**src/pkg/mdcc_pkg.sv**
```systemverilog
package mdcc_pkg;

    // ------------------------------------------------------------------
    // Clock and timing
    // ------------------------------------------------------------------
    localparam int CLK_PERIOD_PS        = 8000;
    // Device clock is CLK divided by two; one device period is two CLKs.
    localparam int CK_DIV               = 2;
    localparam int GATE_LOW_HOLD_CK     = 4;
    localparam int GATE_HIGH_PRE_CK     = 2;
    localparam int CMD_TO_GATE_NS       = 10;
    localparam int CMD_TO_GATE_CYC      =
        (CMD_TO_GATE_NS * 1000 + CLK_PERIOD_PS - 1) / CLK_PERIOD_PS;
    localparam int PD_EXIT_NS           = 8;
    localparam int PD_EXIT_CYC          =
        (PD_EXIT_NS * 1000 + CLK_PERIOD_PS - 1) / CLK_PERIOD_PS;
    localparam int TMR_W                = 10;

    // ------------------------------------------------------------------
    // Software registers (byte addresses)
    // ------------------------------------------------------------------
    localparam logic [7:0] ADDR_CMD     = 8'h00;
    localparam logic [7:0] ADDR_ARG     = 8'h04;
    localparam logic [7:0] ADDR_CLKCTL  = 8'h08;
    localparam logic [7:0] ADDR_STATUS  = 8'h0c;
    localparam logic [7:0] ADDR_TIMING  = 8'h10;
    localparam logic [7:0] ADDR_QDEPTH  = 8'h14;
    localparam logic [31:0] TIMING_RST  = 32'h0000_0010;
    localparam int QDEPTH               = 4;

    // ------------------------------------------------------------------
    // Command codes written to the command register
    // ------------------------------------------------------------------
    typedef enum logic [3:0] {
        MDCC_OP_MPC  = 4'h0,
        MDCC_OP_PRE  = 4'h1,
        MDCC_OP_REF  = 4'h2,
        MDCC_OP_ACT  = 4'h3,
        MDCC_OP_MRW  = 4'h4,
        MDCC_OP_MRR  = 4'h5,
        MDCC_OP_RD   = 4'h6,
        MDCC_OP_WR   = 4'h7
    } mdcc_op_t;

    // First-edge patterns on lines 0..4 (bit 0 is line 0).
    localparam logic [4:0] PAT_MPC      = 5'b00000;
    localparam logic [4:0] PAT_PRE      = 5'b10000;
    localparam logic [4:0] PAT_REF      = 5'b01000;
    localparam logic [4:0] PAT_WR1      = 5'b00100;
    localparam logic [4:0] PAT_RD1      = 5'b00010;
    localparam logic [4:0] PAT_CAS2     = 5'b10010;
    localparam logic [4:0] PAT_MRW1     = 5'b00110;
    localparam logic [4:0] PAT_MRW2     = 5'b10110;
    localparam logic [4:0] PAT_MRR1     = 5'b01110;
    localparam logic [1:0] PAT_ACT1     = 2'b01;
    localparam logic [1:0] PAT_ACT2     = 2'b11;

endpackage

```
**src/mdcc_host.sv**
```systemverilog
// Notes on behaviour
// Gate input stays high until the command-to-gate interval has elapsed.
// After mode read, gate stays high through latency, skew, burst, postamble.
// Reference voltage change via mode write waits its settling time.
// Calibration start needs its gate interval before gate may fall.
// Clock change or stop only when bank activity and intervals are done.
// Clock kept unchanged at least four device clocks after gate falls.
// Two good clock cycles are given before the gate rises again.
// Stopped clock with gate low: true low, complement high.
// High-gate clock change waits for all accesses and recovery.
// Chip select held low during high-gate frequency change.
// High-gate stop holds select low, true low, complement high.
// After high-gate change, wait two periods plus exit latency.
// After frequency change software may rewrite latency settings.
// Unspecified operation needs power cycle and full initialization.
// Multi-purpose: select high, lines 0-4 low, line 5 bit 6.
// Precharge and refresh patterns, all-bank flag, bank on second edge.
// Second column command carries column bits 8 and 2-7.
// Commands take two device cycles; deselect takes one.
// Column first parts are followed at once by the second column command.
// Activate first part is followed at once by its second part.
// Mode write first part is followed at once by its second part.
// Activate row bits and mode write address and operand placement.
// Reserved first-edge patterns are never issued by this controller.
`timescale 1ns/1ps
`default_nettype none
module mdcc_host
    import mdcc_pkg::*;
(
    input  wire logic        CLK,
    input  wire logic        RSTN,
    input  wire logic [7:0]  ADDR,
    input  wire logic [31:0] WDATA,
    input  wire logic        WR,
    input  wire logic        RD,
    output logic      [31:0] RDATA,
    output logic             CK_T,
    output logic             CK_C,
    output logic             CKE,
    output logic             CS,
    output logic      [5:0]  CA
);
    // ------------------------------------------------------------------
    // Reset release
    // ------------------------------------------------------------------
    logic rst_s1_q;
    logic rst_n;
    always_ff @(posedge CLK or negedge RSTN) begin
        if (!RSTN) begin
            rst_s1_q <= 1'b0;
            rst_n    <= 1'b0;
        end else begin
            rst_s1_q <= 1'b1;
            rst_n    <= rst_s1_q;
        end
    end

    // ------------------------------------------------------------------
    // Registers
    // ------------------------------------------------------------------
    typedef enum logic [2:0] {
        MDCC_IDLE, MDCC_E1, MDCC_E2, MDCC_E3, MDCC_E4
    } mdcc_seq_t;

    mdcc_seq_t       seq_q;
    logic [31:0]     arg_q;
    logic [31:0]     timing_q;
    logic [2:0]      clkctl_q;
    logic            div_q;
    logic [TMR_W-1:0] hold_q;
    logic [TMR_W-1:0] low_q;
    logic [TMR_W-1:0] ready_q;
    logic            gate_q;
    logic            stop_q;
    logic            cs_q;
    logic [5:0]      ca_q;
    logic            issued_q;
    logic [35:0]     cmd_q;
    logic            head_ok_q;
    logic [35:0]     head;
    logic            q_empty;
    logic            q_full;
    logic            pop;
    logic            bus_busy;

    // Control bits: 0 = request gate low, 1 = stop clock, 2 = high-gate stop.
    wire req_low   = clkctl_q[0];
    wire req_stop  = clkctl_q[1];
    wire req_hstop = clkctl_q[2];

    mdcc_cmd_queue u_queue (
        .clk       (CLK),
        .rst_n     (rst_n),
        .push      (WR && ADDR == ADDR_CMD),
        .push_data ({WDATA[3:0], arg_q}),
        .pop       (pop),
        .head      (head),
        .empty     (q_empty),
        .full      (q_full)
    );

    always_ff @(posedge CLK or negedge rst_n) begin
        if (!rst_n) begin
            arg_q    <= 32'h0;
            timing_q <= TIMING_RST;
            clkctl_q <= 3'h0;
        end else if (WR) begin
            unique case (ADDR)
                ADDR_ARG:    arg_q    <= WDATA;
                ADDR_TIMING: timing_q <= WDATA;
                ADDR_CLKCTL: clkctl_q <= WDATA[2:0];
                default: ;
            endcase
        end
    end

    always_ff @(posedge CLK or negedge rst_n) begin
        if (!rst_n) begin
            RDATA <= 32'h0;
        end else if (RD) begin
            unique case (ADDR)
                ADDR_ARG:    RDATA <= arg_q;
                ADDR_TIMING: RDATA <= timing_q;
                ADDR_CLKCTL: RDATA <= {29'h0, clkctl_q};
                ADDR_STATUS: RDATA <= {26'h0, (ready_q == '0), stop_q,
                                       gate_q, q_full, !q_empty,
                                       bus_busy};
                default:     RDATA <= 32'h0;
            endcase
        end else begin
            RDATA <= 32'h0;
        end
    end

    // ------------------------------------------------------------------
    // Device clock
    // ------------------------------------------------------------------
    always_ff @(posedge CLK or negedge rst_n) begin
        if (!rst_n) begin
            div_q <= 1'b0;
        end else if (stop_q) begin
            div_q <= 1'b0;
        end else begin
            div_q <= !div_q;
        end
    end

    // stop level
    // stop level
    assign CK_T = div_q;
    assign CK_C = !div_q;
    wire   ck_edge = (div_q == 1'b1) && !stop_q;

    // ------------------------------------------------------------------
    // Command issue: one edge per device clock rise
    // ------------------------------------------------------------------
    wire [35:0] cur  = bus_busy ? cmd_q : head;
    wire [3:0]  op   = cur[35:32];
    wire [31:0] a    = cur[31:0];
    wire        mode_reg_read  = (op == MDCC_OP_MRR);
    assign bus_busy = (seq_q != MDCC_IDLE);
    wire can_issue = !q_empty && gate_q && !stop_q && (ready_q == '0)
                     && !req_low && !req_hstop && head_ok_q;
    assign pop = ck_edge && !bus_busy && can_issue;

    always_ff @(posedge CLK or negedge rst_n) begin
        if (!rst_n) begin
            issued_q  <= 1'b0;
            head_ok_q <= 1'b0;
        end else begin
            issued_q  <= pop;
            head_ok_q <= !q_empty;
        end
    end

    always_ff @(posedge CLK or negedge rst_n) begin
        if (!rst_n) begin
            seq_q <= MDCC_IDLE;
            cs_q  <= 1'b0;
            ca_q  <= 6'h0;
            cmd_q <= 36'h0;
        end else if (ck_edge) begin
            unique case (seq_q)
                MDCC_IDLE: begin
                    cs_q <= 1'b0;
                    ca_q <= 6'h0;
                    if (pop) begin
                        seq_q <= MDCC_E2;
                        cmd_q <= head;
                        cs_q  <= 1'b1;
                        unique case (op)
                            // mpc first edge
                            MDCC_OP_MPC: ca_q <= {a[6], PAT_MPC};
                            // precharge refresh
                            MDCC_OP_PRE: ca_q <= {a[8], PAT_PRE};
                            MDCC_OP_REF: ca_q <= {a[8], PAT_REF};
                            // row placement
                            MDCC_OP_ACT: ca_q <= {a[15:12], PAT_ACT1};
                            MDCC_OP_MRW: ca_q <= {a[15], PAT_MRW1};
                            MDCC_OP_MRR: ca_q <= {1'b0, PAT_MRR1};
                            MDCC_OP_RD:  ca_q <= {a[9], PAT_RD1};
                            MDCC_OP_WR:  ca_q <= {a[9], PAT_WR1};
                            default:     ca_q <= {1'b0, PAT_MPC};
                        endcase
                    end
                end
                MDCC_E2: begin
                    // second edge
                    cs_q <= 1'b0;
                    unique case (op)
                        MDCC_OP_MPC: ca_q <= a[5:0];
                        MDCC_OP_PRE, MDCC_OP_REF: ca_q <= {3'h0, a[2:0]};
                        MDCC_OP_ACT: ca_q <= {a[11:10], 1'b0, a[2:0]};
                        MDCC_OP_MRW: ca_q <= a[21:16];
                        MDCC_OP_MRR: ca_q <= a[21:16];
                        default:     ca_q <= {a[10], a[9], 1'b0, a[2:0]};
                    endcase
                    seq_q <= (op == MDCC_OP_PRE || op == MDCC_OP_REF)
                             ? MDCC_IDLE : MDCC_E3;
                end
                MDCC_E3: begin
                    // column follow-on
                    // activate follow-on
                    // mode write follow-on
                    cs_q  <= 1'b1;
                    seq_q <= MDCC_E4;
                    unique case (op)
                        MDCC_OP_ACT: ca_q <= {a[9:6], PAT_ACT2};
                        MDCC_OP_MRW: ca_q <= {a[14], PAT_MRW2};
                        // column second
                        default:     ca_q <= {a[31], PAT_CAS2};
                    endcase
                    if (op == MDCC_OP_MPC) begin
                        cs_q  <= 1'b0;
                        ca_q  <= 6'h0;
                        seq_q <= MDCC_IDLE;
                    end
                end
                MDCC_E4: begin
                    cs_q  <= 1'b0;
                    seq_q <= MDCC_IDLE;
                    unique case (op)
                        MDCC_OP_ACT: ca_q <= a[5:0];
                        MDCC_OP_MRW: ca_q <= a[13:8];
                        default:     ca_q <= a[30:25];
                    endcase
                end
                default: seq_q <= MDCC_IDLE;
            endcase
        end
    end

    assign CS = cs_q;
    assign CA = ca_q;

    // ------------------------------------------------------------------
    // Gate and clock control
    // ------------------------------------------------------------------
    // Software programs the hold needed after each command in the timing
    // register; mode reads get latency, skew, burst and postamble there.
    logic [TMR_W-1:0] hold_load;
    always_comb begin
        hold_load = TMR_W'(CMD_TO_GATE_CYC);
        if (mode_reg_read) begin
            hold_load = timing_q[TMR_W-1:0];
        end else if (timing_q[TMR_W+15:16] > hold_load) begin
            hold_load = timing_q[TMR_W+15:16];
        end
    end

    always_ff @(posedge CLK or negedge rst_n) begin
        if (!rst_n) begin
            hold_q <= '0;
        end else if (pop) begin
            // hold gate
            // read hold
            // vref settle
            // calibration hold
            // access done
            hold_q <= hold_load;
        end else if (hold_q != '0 && !bus_busy && !issued_q) begin
            hold_q <= hold_q - TMR_W'(1);
        end
    end

    wire quiet = !bus_busy && !issued_q && (hold_q == '0);

    always_ff @(posedge CLK or negedge rst_n) begin
        if (!rst_n) begin
            gate_q <= 1'b1;
            stop_q <= 1'b0;
            low_q  <= '0;
        end else if (gate_q) begin
            low_q <= '0;
            // quiet before change
            if (req_low && quiet) begin
                gate_q <= 1'b0;
            end
            // select low
            if (req_hstop && quiet && !cs_q && ck_edge) begin
                stop_q <= 1'b1;
            end else if (!req_hstop && stop_q) begin
                stop_q <= 1'b0;
            end
        end else begin
            if (low_q != '1) begin
                low_q <= low_q + TMR_W'(1);
            end
            // four clocks
            if (req_stop && ck_edge &&
                low_q >= TMR_W'(GATE_LOW_HOLD_CK * CK_DIV)) begin
                stop_q <= 1'b1;
            end else if (!req_stop && stop_q) begin
                stop_q <= 1'b0;
                low_q  <= TMR_W'(GATE_LOW_HOLD_CK * CK_DIV);
            end
            // clocks before rise
            if (!req_low && !stop_q && !req_stop &&
                low_q >= TMR_W'((GATE_LOW_HOLD_CK + GATE_HIGH_PRE_CK)
                                * CK_DIV)) begin
                gate_q <= 1'b1;
            end
        end
    end

    // ready wait
    // software rewrites
    // restart after fault
    always_ff @(posedge CLK or negedge rst_n) begin
        if (!rst_n) begin
            ready_q <= '0;
        end else if (stop_q || !gate_q) begin
            ready_q <= TMR_W'(GATE_HIGH_PRE_CK * CK_DIV + PD_EXIT_CYC);
        end else if (ready_q != '0) begin
            ready_q <= ready_q - TMR_W'(1);
        end
    end

    assign CKE = gate_q;
endmodule
`default_nettype wire

```
**src/mdcc_cmd_queue.sv**
```systemverilog
`timescale 1ns/1ps
`default_nettype none
module mdcc_cmd_queue
    import mdcc_pkg::*;
(
    input  wire logic        clk,
    input  wire logic        rst_n,
    input  wire logic        push,
    input  wire logic [35:0] push_data,
    input  wire logic        pop,
    output logic      [35:0] head,
    output logic             empty,
    output logic             full
);
    logic [35:0] mem_q [QDEPTH];
    logic [1:0]  wp_q;
    logic [1:0]  rp_q;
    logic [2:0]  cnt_q;

    assign empty = (cnt_q == 3'h0);
    assign full  = (cnt_q == 3'(QDEPTH));

    always_ff @(posedge clk) begin
        if (push && !full) begin
            mem_q[wp_q] <= push_data;
        end
    end

    // Head comes from a register so the issuer sees a stable word.
    always_ff @(posedge clk or negedge rst_n) begin
        if (!rst_n) begin
            head <= 36'h0;
        end else begin
            head <= mem_q[(pop && !empty) ? rp_q + 2'h1 : rp_q];
        end
    end

    always_ff @(posedge clk or negedge rst_n) begin
        if (!rst_n) begin
            wp_q  <= 2'h0;
            rp_q  <= 2'h0;
            cnt_q <= 3'h0;
        end else begin
            if (push && !full) begin
                wp_q <= wp_q + 2'h1;
            end
            if (pop && !empty) begin
                rp_q <= rp_q + 2'h1;
            end
            cnt_q <= cnt_q + 3'((push && !full) ? 1 : 0)
                           - 3'((pop && !empty) ? 1 : 0);
        end
    end
endmodule
`default_nettype wire

```
**config.mk**
```make
export PLATFORM = sky130hd
export DESIGN_NAME = mdcc_host
export DESIGN_NICKNAME = d
export VERILOG_FILES = /design/src/pkg/mdcc_pkg.sv /design/src/mdcc_host.sv /design/src/mdcc_cmd_queue.sv
export SDC_FILE = /design/constraint.sdc
export NUM_CORES = 1
export LEC_CHECK = 0
export BUFFER_PORTS_ARGS = -buffer_cell sky130_fd_sc_hd__buf_4
export CORE_MARGIN = 5
export CORE_UTILIZATION = 35
export CTS_CLUSTER_DIAMETER = 150
export CTS_CLUSTER_SIZE = 40
export DETAILED_ROUTE_END_ITERATION = 16
export HOLD_SLACK_MARGIN = 0.02
export PLACE_DENSITY = 0.52
export RECOVER_POWER = 50
export SETUP_SLACK_MARGIN = 0.3
export SLEW_MARGIN = 20
export SYNTH_ARGS = -nofsm -noshare
export SYNTH_HDL_FRONTEND = slang
export SYNTH_SLANG_ARGS = --single-unit
```
**constraint.sdc**
```tcl
create_clock -name CLK -period 9.95 [get_ports CLK]
set_clock_uncertainty 0.1 [all_clocks]
set_input_delay 0.995 -clock CLK [delete_from_list [all_inputs] [get_ports CLK]]
set_output_delay 0.995 -clock CLK [all_outputs]
set_load 0.01 [all_outputs]
```
### Word level (Yosys, flattened, before mapping)

Memory sizes are Yosys's and may differ from the RTL's. A register that Yosys moved wholly into a read port is not among the register bits.
Cells that the tools add are included.

| operators by class | value |
|---|---|
| order comparisons | 3 |
| mux-type cells | 41 |
| $add $sub $neg | 7 |
| reduce and logical (&&, ||, !) cells | 66 |
| equality and inequality tests | 18 |

Operators by type and width:

| cell | number |
|---|---|
| one-hot mux 32 bit (4 select lines) | 1 |
| two-way mux 10 bit | 10 |
| one-hot mux 6 bit (4 select lines) | 2 |
| one-hot mux 6 bit (8 select lines) | 1 |
| two-way mux 36 bit | 1 |
| two-way mux 32 bit | 1 |
| logical AND 1 bit | 27 |
| one-hot mux 6 bit (2 select lines) | 2 |
| greater-or-equal comparator 10 x 4 -> 1 bit (second input constant) | 2 |
| logical NOT 10 bit | 2 |
| nonzero test 10 bit | 2 |
| subtractor 10 x 1 -> 10 bit (second input constant) | 2 |
| == test 4 x 3 -> 1 bit (second input constant) | 4 |
| == test 8 x 4 -> 1 bit (second input constant) | 2 |
| two-way mux 1 bit | 15 |
| AND reduction 2 bit | 7 |
| logical NOT 1 bit | 12 |
| two-way mux 6 bit | 2 |
| adder 10 x 1 -> 10 bit (second input constant) | 1 |
| > comparator 10 x 2 -> 1 bit (second input constant) | 1 |
| inequality test 10 bit (second input constant) | 1 |
| one-hot mux 3 bit (3 select lines) | 1 |
| nonzero test 3 bit | 3 |
| == test 4 x 2 -> 1 bit (second input constant) | 2 |
| 21 further kinds | 31 |

| storage, ports and cells | value |
|---|---|
| word-level logic and storage cells | 157 |
| input bits | 44 |
| register bits after elaboration | 189 |
| memories | 1 |
| RAM bits | 144 |

Memory list:

| memory | depth | bits a word | rd ports | clocked after memory_dff | write ports | line | source |
|---|---|---|---|---|---|---|---|
| u_queue.mem_q | 4 | 36 | 1 | 1 | 1 | mdcc_cmd_queue.sv:15 | `logic [35:0] mem_q [QDEPTH];` |

### Longest topological paths before layout

| depth | value |
|---|---|
| depth after elaboration | 12 |
| mapped depth | 14 |

### Cells and area by module

From an unflattened synthesis, not the netlist that was laid out.

| unflattened totals | value |
|---|---|
| cell total of the unflattened synthesis | 1172 |
| area, all modules | 16562.1 µm² |

By module, submodules not included:

| module | area an instance (µm²) | instances | cells an instance | seq. area each (µm²) |
|---|---|---|---|---|
| mdcc_host | 8578.2 | 1 | 753 | 4481.8 |
| mdcc_cmd_queue | 7983.9 | 1 | 419 | 5400.2 |

### Worst setup path before layout

OpenSTA, ideal clock, no wires.

| path | value |
|---|---|
| path type | input port to flip-flop |
| start | in ADDR[1] |
| end | mem u_queue.mem_q[0][0] (enable) |
| library setup time | 393 ps |
| stages | 5 |
| required time | 9457 ps |
| path slack | 6313 ps |
| arrival | 3144 ps |
| cell sequence | or4_1 > nor4_1 > nor4bb_1 > clkbuf_1 > and2_1 |

| on the way | value |
|---|---|
| longest elaborated chain between the ends | 5 |

RTL lines:

| what | line | source |
|---|---|---|
| start: declaration | mdcc_host.sv:32 | `input wire logic [7:0] ADDR,` |
| logical NOT 8 bit | mdcc_host.sv:94 | `.push (WR && ADDR == ADDR_CMD),` |
| logical AND 1 bit | mdcc_host.sv:94 |  |
| logical AND 1 bit | mdcc_cmd_queue.sv:24 | `if (push && !full) begin` |
| two-way mux 1 bit | mdcc_cmd_queue.sv:24 |  |
| two-way mux 1 bit (implied by the code) | mdcc_cmd_queue.sv:25 | `mem_q[wp_q] <= push_data;` |
| end: declaration | mdcc_cmd_queue.sv:15 |  |

Every way passes these cells.

==> impl_metrics.env <==
export IMPL_cts_setup_buffers=0
export IMPL_tritoncts="yes"
export IMPL_syn_inst=1240
export IMPL_ir_drop_v=0.000116
export IMPL_dp_cells=1849
export IMPL_vias_per_cell=5.23
export IMPL_relSlewSlack_pct=-66.5
export IMPL_die_w_um=220
export IMPL_cp_start_kind="register"
export IMPL_rsz0062_at_grt="no"
export IMPL_synth_edf_count=132
export IMPL_clk_path_buf_depth=3
export IMPL_globalRoute_totalOverflow=0
export IMPL_r2r_slack_ps=5670
export IMPL_cp_slowest_cell="clkbuf_1"
export IMPL_critical_path_arrival_ps=4300
export IMPL_hold_violations=0
export IMPL_fin_tns_setup_ps=0
export IMPL_ys_flop_type="dfrtp_1"
export IMPL_fmax_mhz=234
export IMPL_rows=77
export IMPL_grtUsageTotal_pct=15.3
export IMPL_synthArstFlopShare_pct=62.3
export IMPL_antenna_found_initial=1
export IMPL_hold_path_class="input pin to asynchronous set/reset pin"
export IMPL_p_total_mw=2.49
export IMPL_worstSetupEndpointType="asynchronous set/reset pin"
export IMPL_cpPeakStageDelay_ps=1870
export IMPL_drt_initial_drc_count=641
export IMPL_clk_latency_ps=520
export IMPL_cts_made_buffers=12
export IMPL_yosysSeqAreaShare_pct=60.8
export IMPL_cts_hold_buf=0
export IMPL_post_route_min_period_ps=4280
export IMPL_diodes=0
export IMPL_dr_pass1_iters=5
export IMPL_drv_slew=167
export IMPL_worst_path_max_fanout=51
export IMPL_drive_above_1_share_pct=12.8
export IMPL_violations="capacitance limit, slew limit"
export IMPL_whs_ps=129
export IMPL_hpwl_mm=24.2
export IMPL_finalSetupViolCount=0
export IMPL_tightestPinTransition_ps=2500
export IMPL_syn2layout_area_growth_pct=8.62
export IMPL_ioPinCount=86
export IMPL_p_leak_nw=6.63
export IMPL_syn_cell_area_um2=15500
export IMPL_power_density_nw_per_um2=148
export IMPL_die_area_um2=48600
export IMPL_gp_congestion=0.881
export IMPL_critical_path_buf_inv_count=1
export IMPL_drcViolationCount=0
export IMPL_outcome="finished, violations left"
export IMPL_dieHeight_um=220
export IMPL_critical_path_cell_chain="clkbuf_1"
export IMPL_crit_family="buffers and inverters"
export IMPL_clockRootBuffer="clkbuf_16"
export IMPL_layout_nets=1327
export IMPL_routed_via_count=9777
export IMPL_coreArea_um2=44000
export IMPL_synth_seq_cells=350
export IMPL_yosys_warnings=0
export IMPL_cts_num_sinks=350
export IMPL_initial_core_util_pct=35.2
export IMPL_grt_pass1_wl_mm=59.0
export IMPL_port_buffers=85
export IMPL_crit_type="register to asynchronous set/reset pin"
export IMPL_cap_viol_max_count=4
export IMPL_wire_per_inst_um=20.0
export IMPL_fin_cells=1869
export IMPL_worst_ep_required_time_ps=9980
export IMPL_cts_resized_gates=0
export IMPL_wl_mm=37.3
export IMPL_clk_pin_slew_worst_paths_ps=140
export IMPL_antenna_left=0
export IMPL_final_util_pct=38.2
export IMPL_period_share_pct=43.0
export IMPL_yosysUniqueCellTypes=70
export IMPL_grt_pass1_vias=9829
export IMPL_grt_max_degree=108
export IMPL_h_tree_depth=1
export IMPL_syn_avg_cell_area_um2=12.5
export IMPL_syn_num_nets=1296
layout make-up:
cell class                      count  area [µm²]
Clock inverter                      1        11.3
Tap cell                          592         741
Multi-Input combinational cell    780        5610
Sequential cell                   350        9430
Timing Repair Buffer              107         619
Clock buffer                       19         348
Inverter                           20        77.6
Fill cell                        4273       27200
state kept, by name (all words and copies together), names as in the netlist:
signal and flops:
issued_q 1, rst_n 1, low_q 10, u_queue.head 33, CS 1, u_queue.rp_q 2, head_ok_q 1, CKE 1
stop_q 1, CK_T 1, RDATA 32, clkctl_q 3, u_queue.wp_q 2, seq_q 3, u_queue.cnt_q 3, hold_q 10
cmd_q 32, timing_q 32, ready_q 10, u_queue.mem_q 132, arg_q 32, rst_s1_q 1, CA 6
synthesized netlist by cell type (5+ instances only):
cell type / instances / area [µm²]
nor3_1: 8 / 40.0
dfrtp_1: 216 / 5410
xnor2_1: 10 / 87.6
buf_2: 13 / 65.1
nand4b_1: 5 / 43.8
nand3_1: 14 / 70.1
a211oi_1: 37 / 278
nor2_1: 58 / 218
a2111oi_0: 35 / 307
a31oi_1: 10 / 62.6
nor2b_1: 92 / 576
and3_1: 9 / 56.3
a22oi_1: 27 / 203
and2_1: 9 / 56.3
a222oi_1: 6 / 60.1
inv_1: 19 / 71.3
mux2_2: 73 / 822
nor3b_1: 6 / 45.0
nand2_1: 120 / 450
nor4_1: 7 / 43.8
o21ai_0: 16 / 80.1
nor4bb_1: 6 / 60.1
edfxtp_1: 132 / 3960
ha_1: 11 / 138
buf_6: 5 / 56.3
a221oi_1: 31 / 272
nand4_1: 10 / 62.6
mux2i_1: 57 / 571
clkbuf_1: 61 / 229
a21oi_1: 28 / 140
buf_1: 9 / 33.8
nand2b_1: 8 / 50.1
and4_1: 5 / 43.8
xor2_1: 19 / 166
logic make-up after synthesis:
kind of cell	after synthesis	share of synthesized area, %
fa+ha+maj	12	1.02
other cells	1	0.0242
xor+xnor	30	1.82
mux	130	8.99
compound gates	227	11.3
flops	350	60.8
simple gates	380	12.9
buf+inv	110	3.08
final timing paths:
check	cells after the start	startpoint	endpoint
min in group CLK	0	rst_s1_q$_DFF_PN0_	rst_n$_DFF_PN0_
max reg2reg	1	rst_n$_DFF_PN0_	CA[5]$_DFFE_PN0P_
min	1	RSTN	rst_n$_DFF_PN0_
max	1	rst_n$_DFF_PN0_	CA[5]$_DFFE_PN0P_
min reg2reg	0	rst_s1_q$_DFF_PN0_	rst_n$_DFF_PN0_
max in group CLK	8	ADDR[1]	arg_q[16]$_DFFE_PN0P_
metal layers:
layer	GRT usage [%]	vias to the layer above	part of all wire, %
met5	0	-	0
met4	3.37	0	2.0
met3	1.68	35	4.0
met2	24.3	208	46
met1	22.9	4908	48
li1	-	4626	-
through the flow:
step | setup slack, ps | cell area, µm²
floorplan | 3330 | 15500
global placement | 5690 | 16700
detailed placement | 5650 | 16700
CTS | 6050 | 17000
global route | 4680 | 16800
finish | 5670 | 16800
cell usage in the layout, fill, tap and decap left out, types with 19 or more instances in the layout:
cell type | synthesis | routed
nor2b_1 | 92 | 92
nand2_1 | 120 | 120
a22oi_1 | 27 | 27
xor2_1 | 19 | 19
a221oi_1 | 31 | 31
inv_1 | 19 | 19
a2111oi_0 | 35 | 35
dfrtp_1 | 216 | 214
edfxtp_1 | 132 | 132
nor2_1 | 58 | 58
a211oi_1 | 37 | 37
clkbuf_1 | 61 | 56
a21oi_1 | 28 | 28
buf_4 | 2 | 55
mux2i_1 | 57 | 57
mux2_2 | 73 | 73
power by group:
group | leakage (nW) | switching [mW] | internal (mW) | total [mW]
Combinational | 2.36 | 0.104 | 0.0877 | 0.192
Sequential | 4.10 | 0.0635 | 1.55 | 1.62
Clock | 0.173 | 0.428 | 0.250 | 0.678
Total | 6.63 | 0.596 | 1.89 | 2.49
Note: power is estimated with default switching activity, not from simulation.
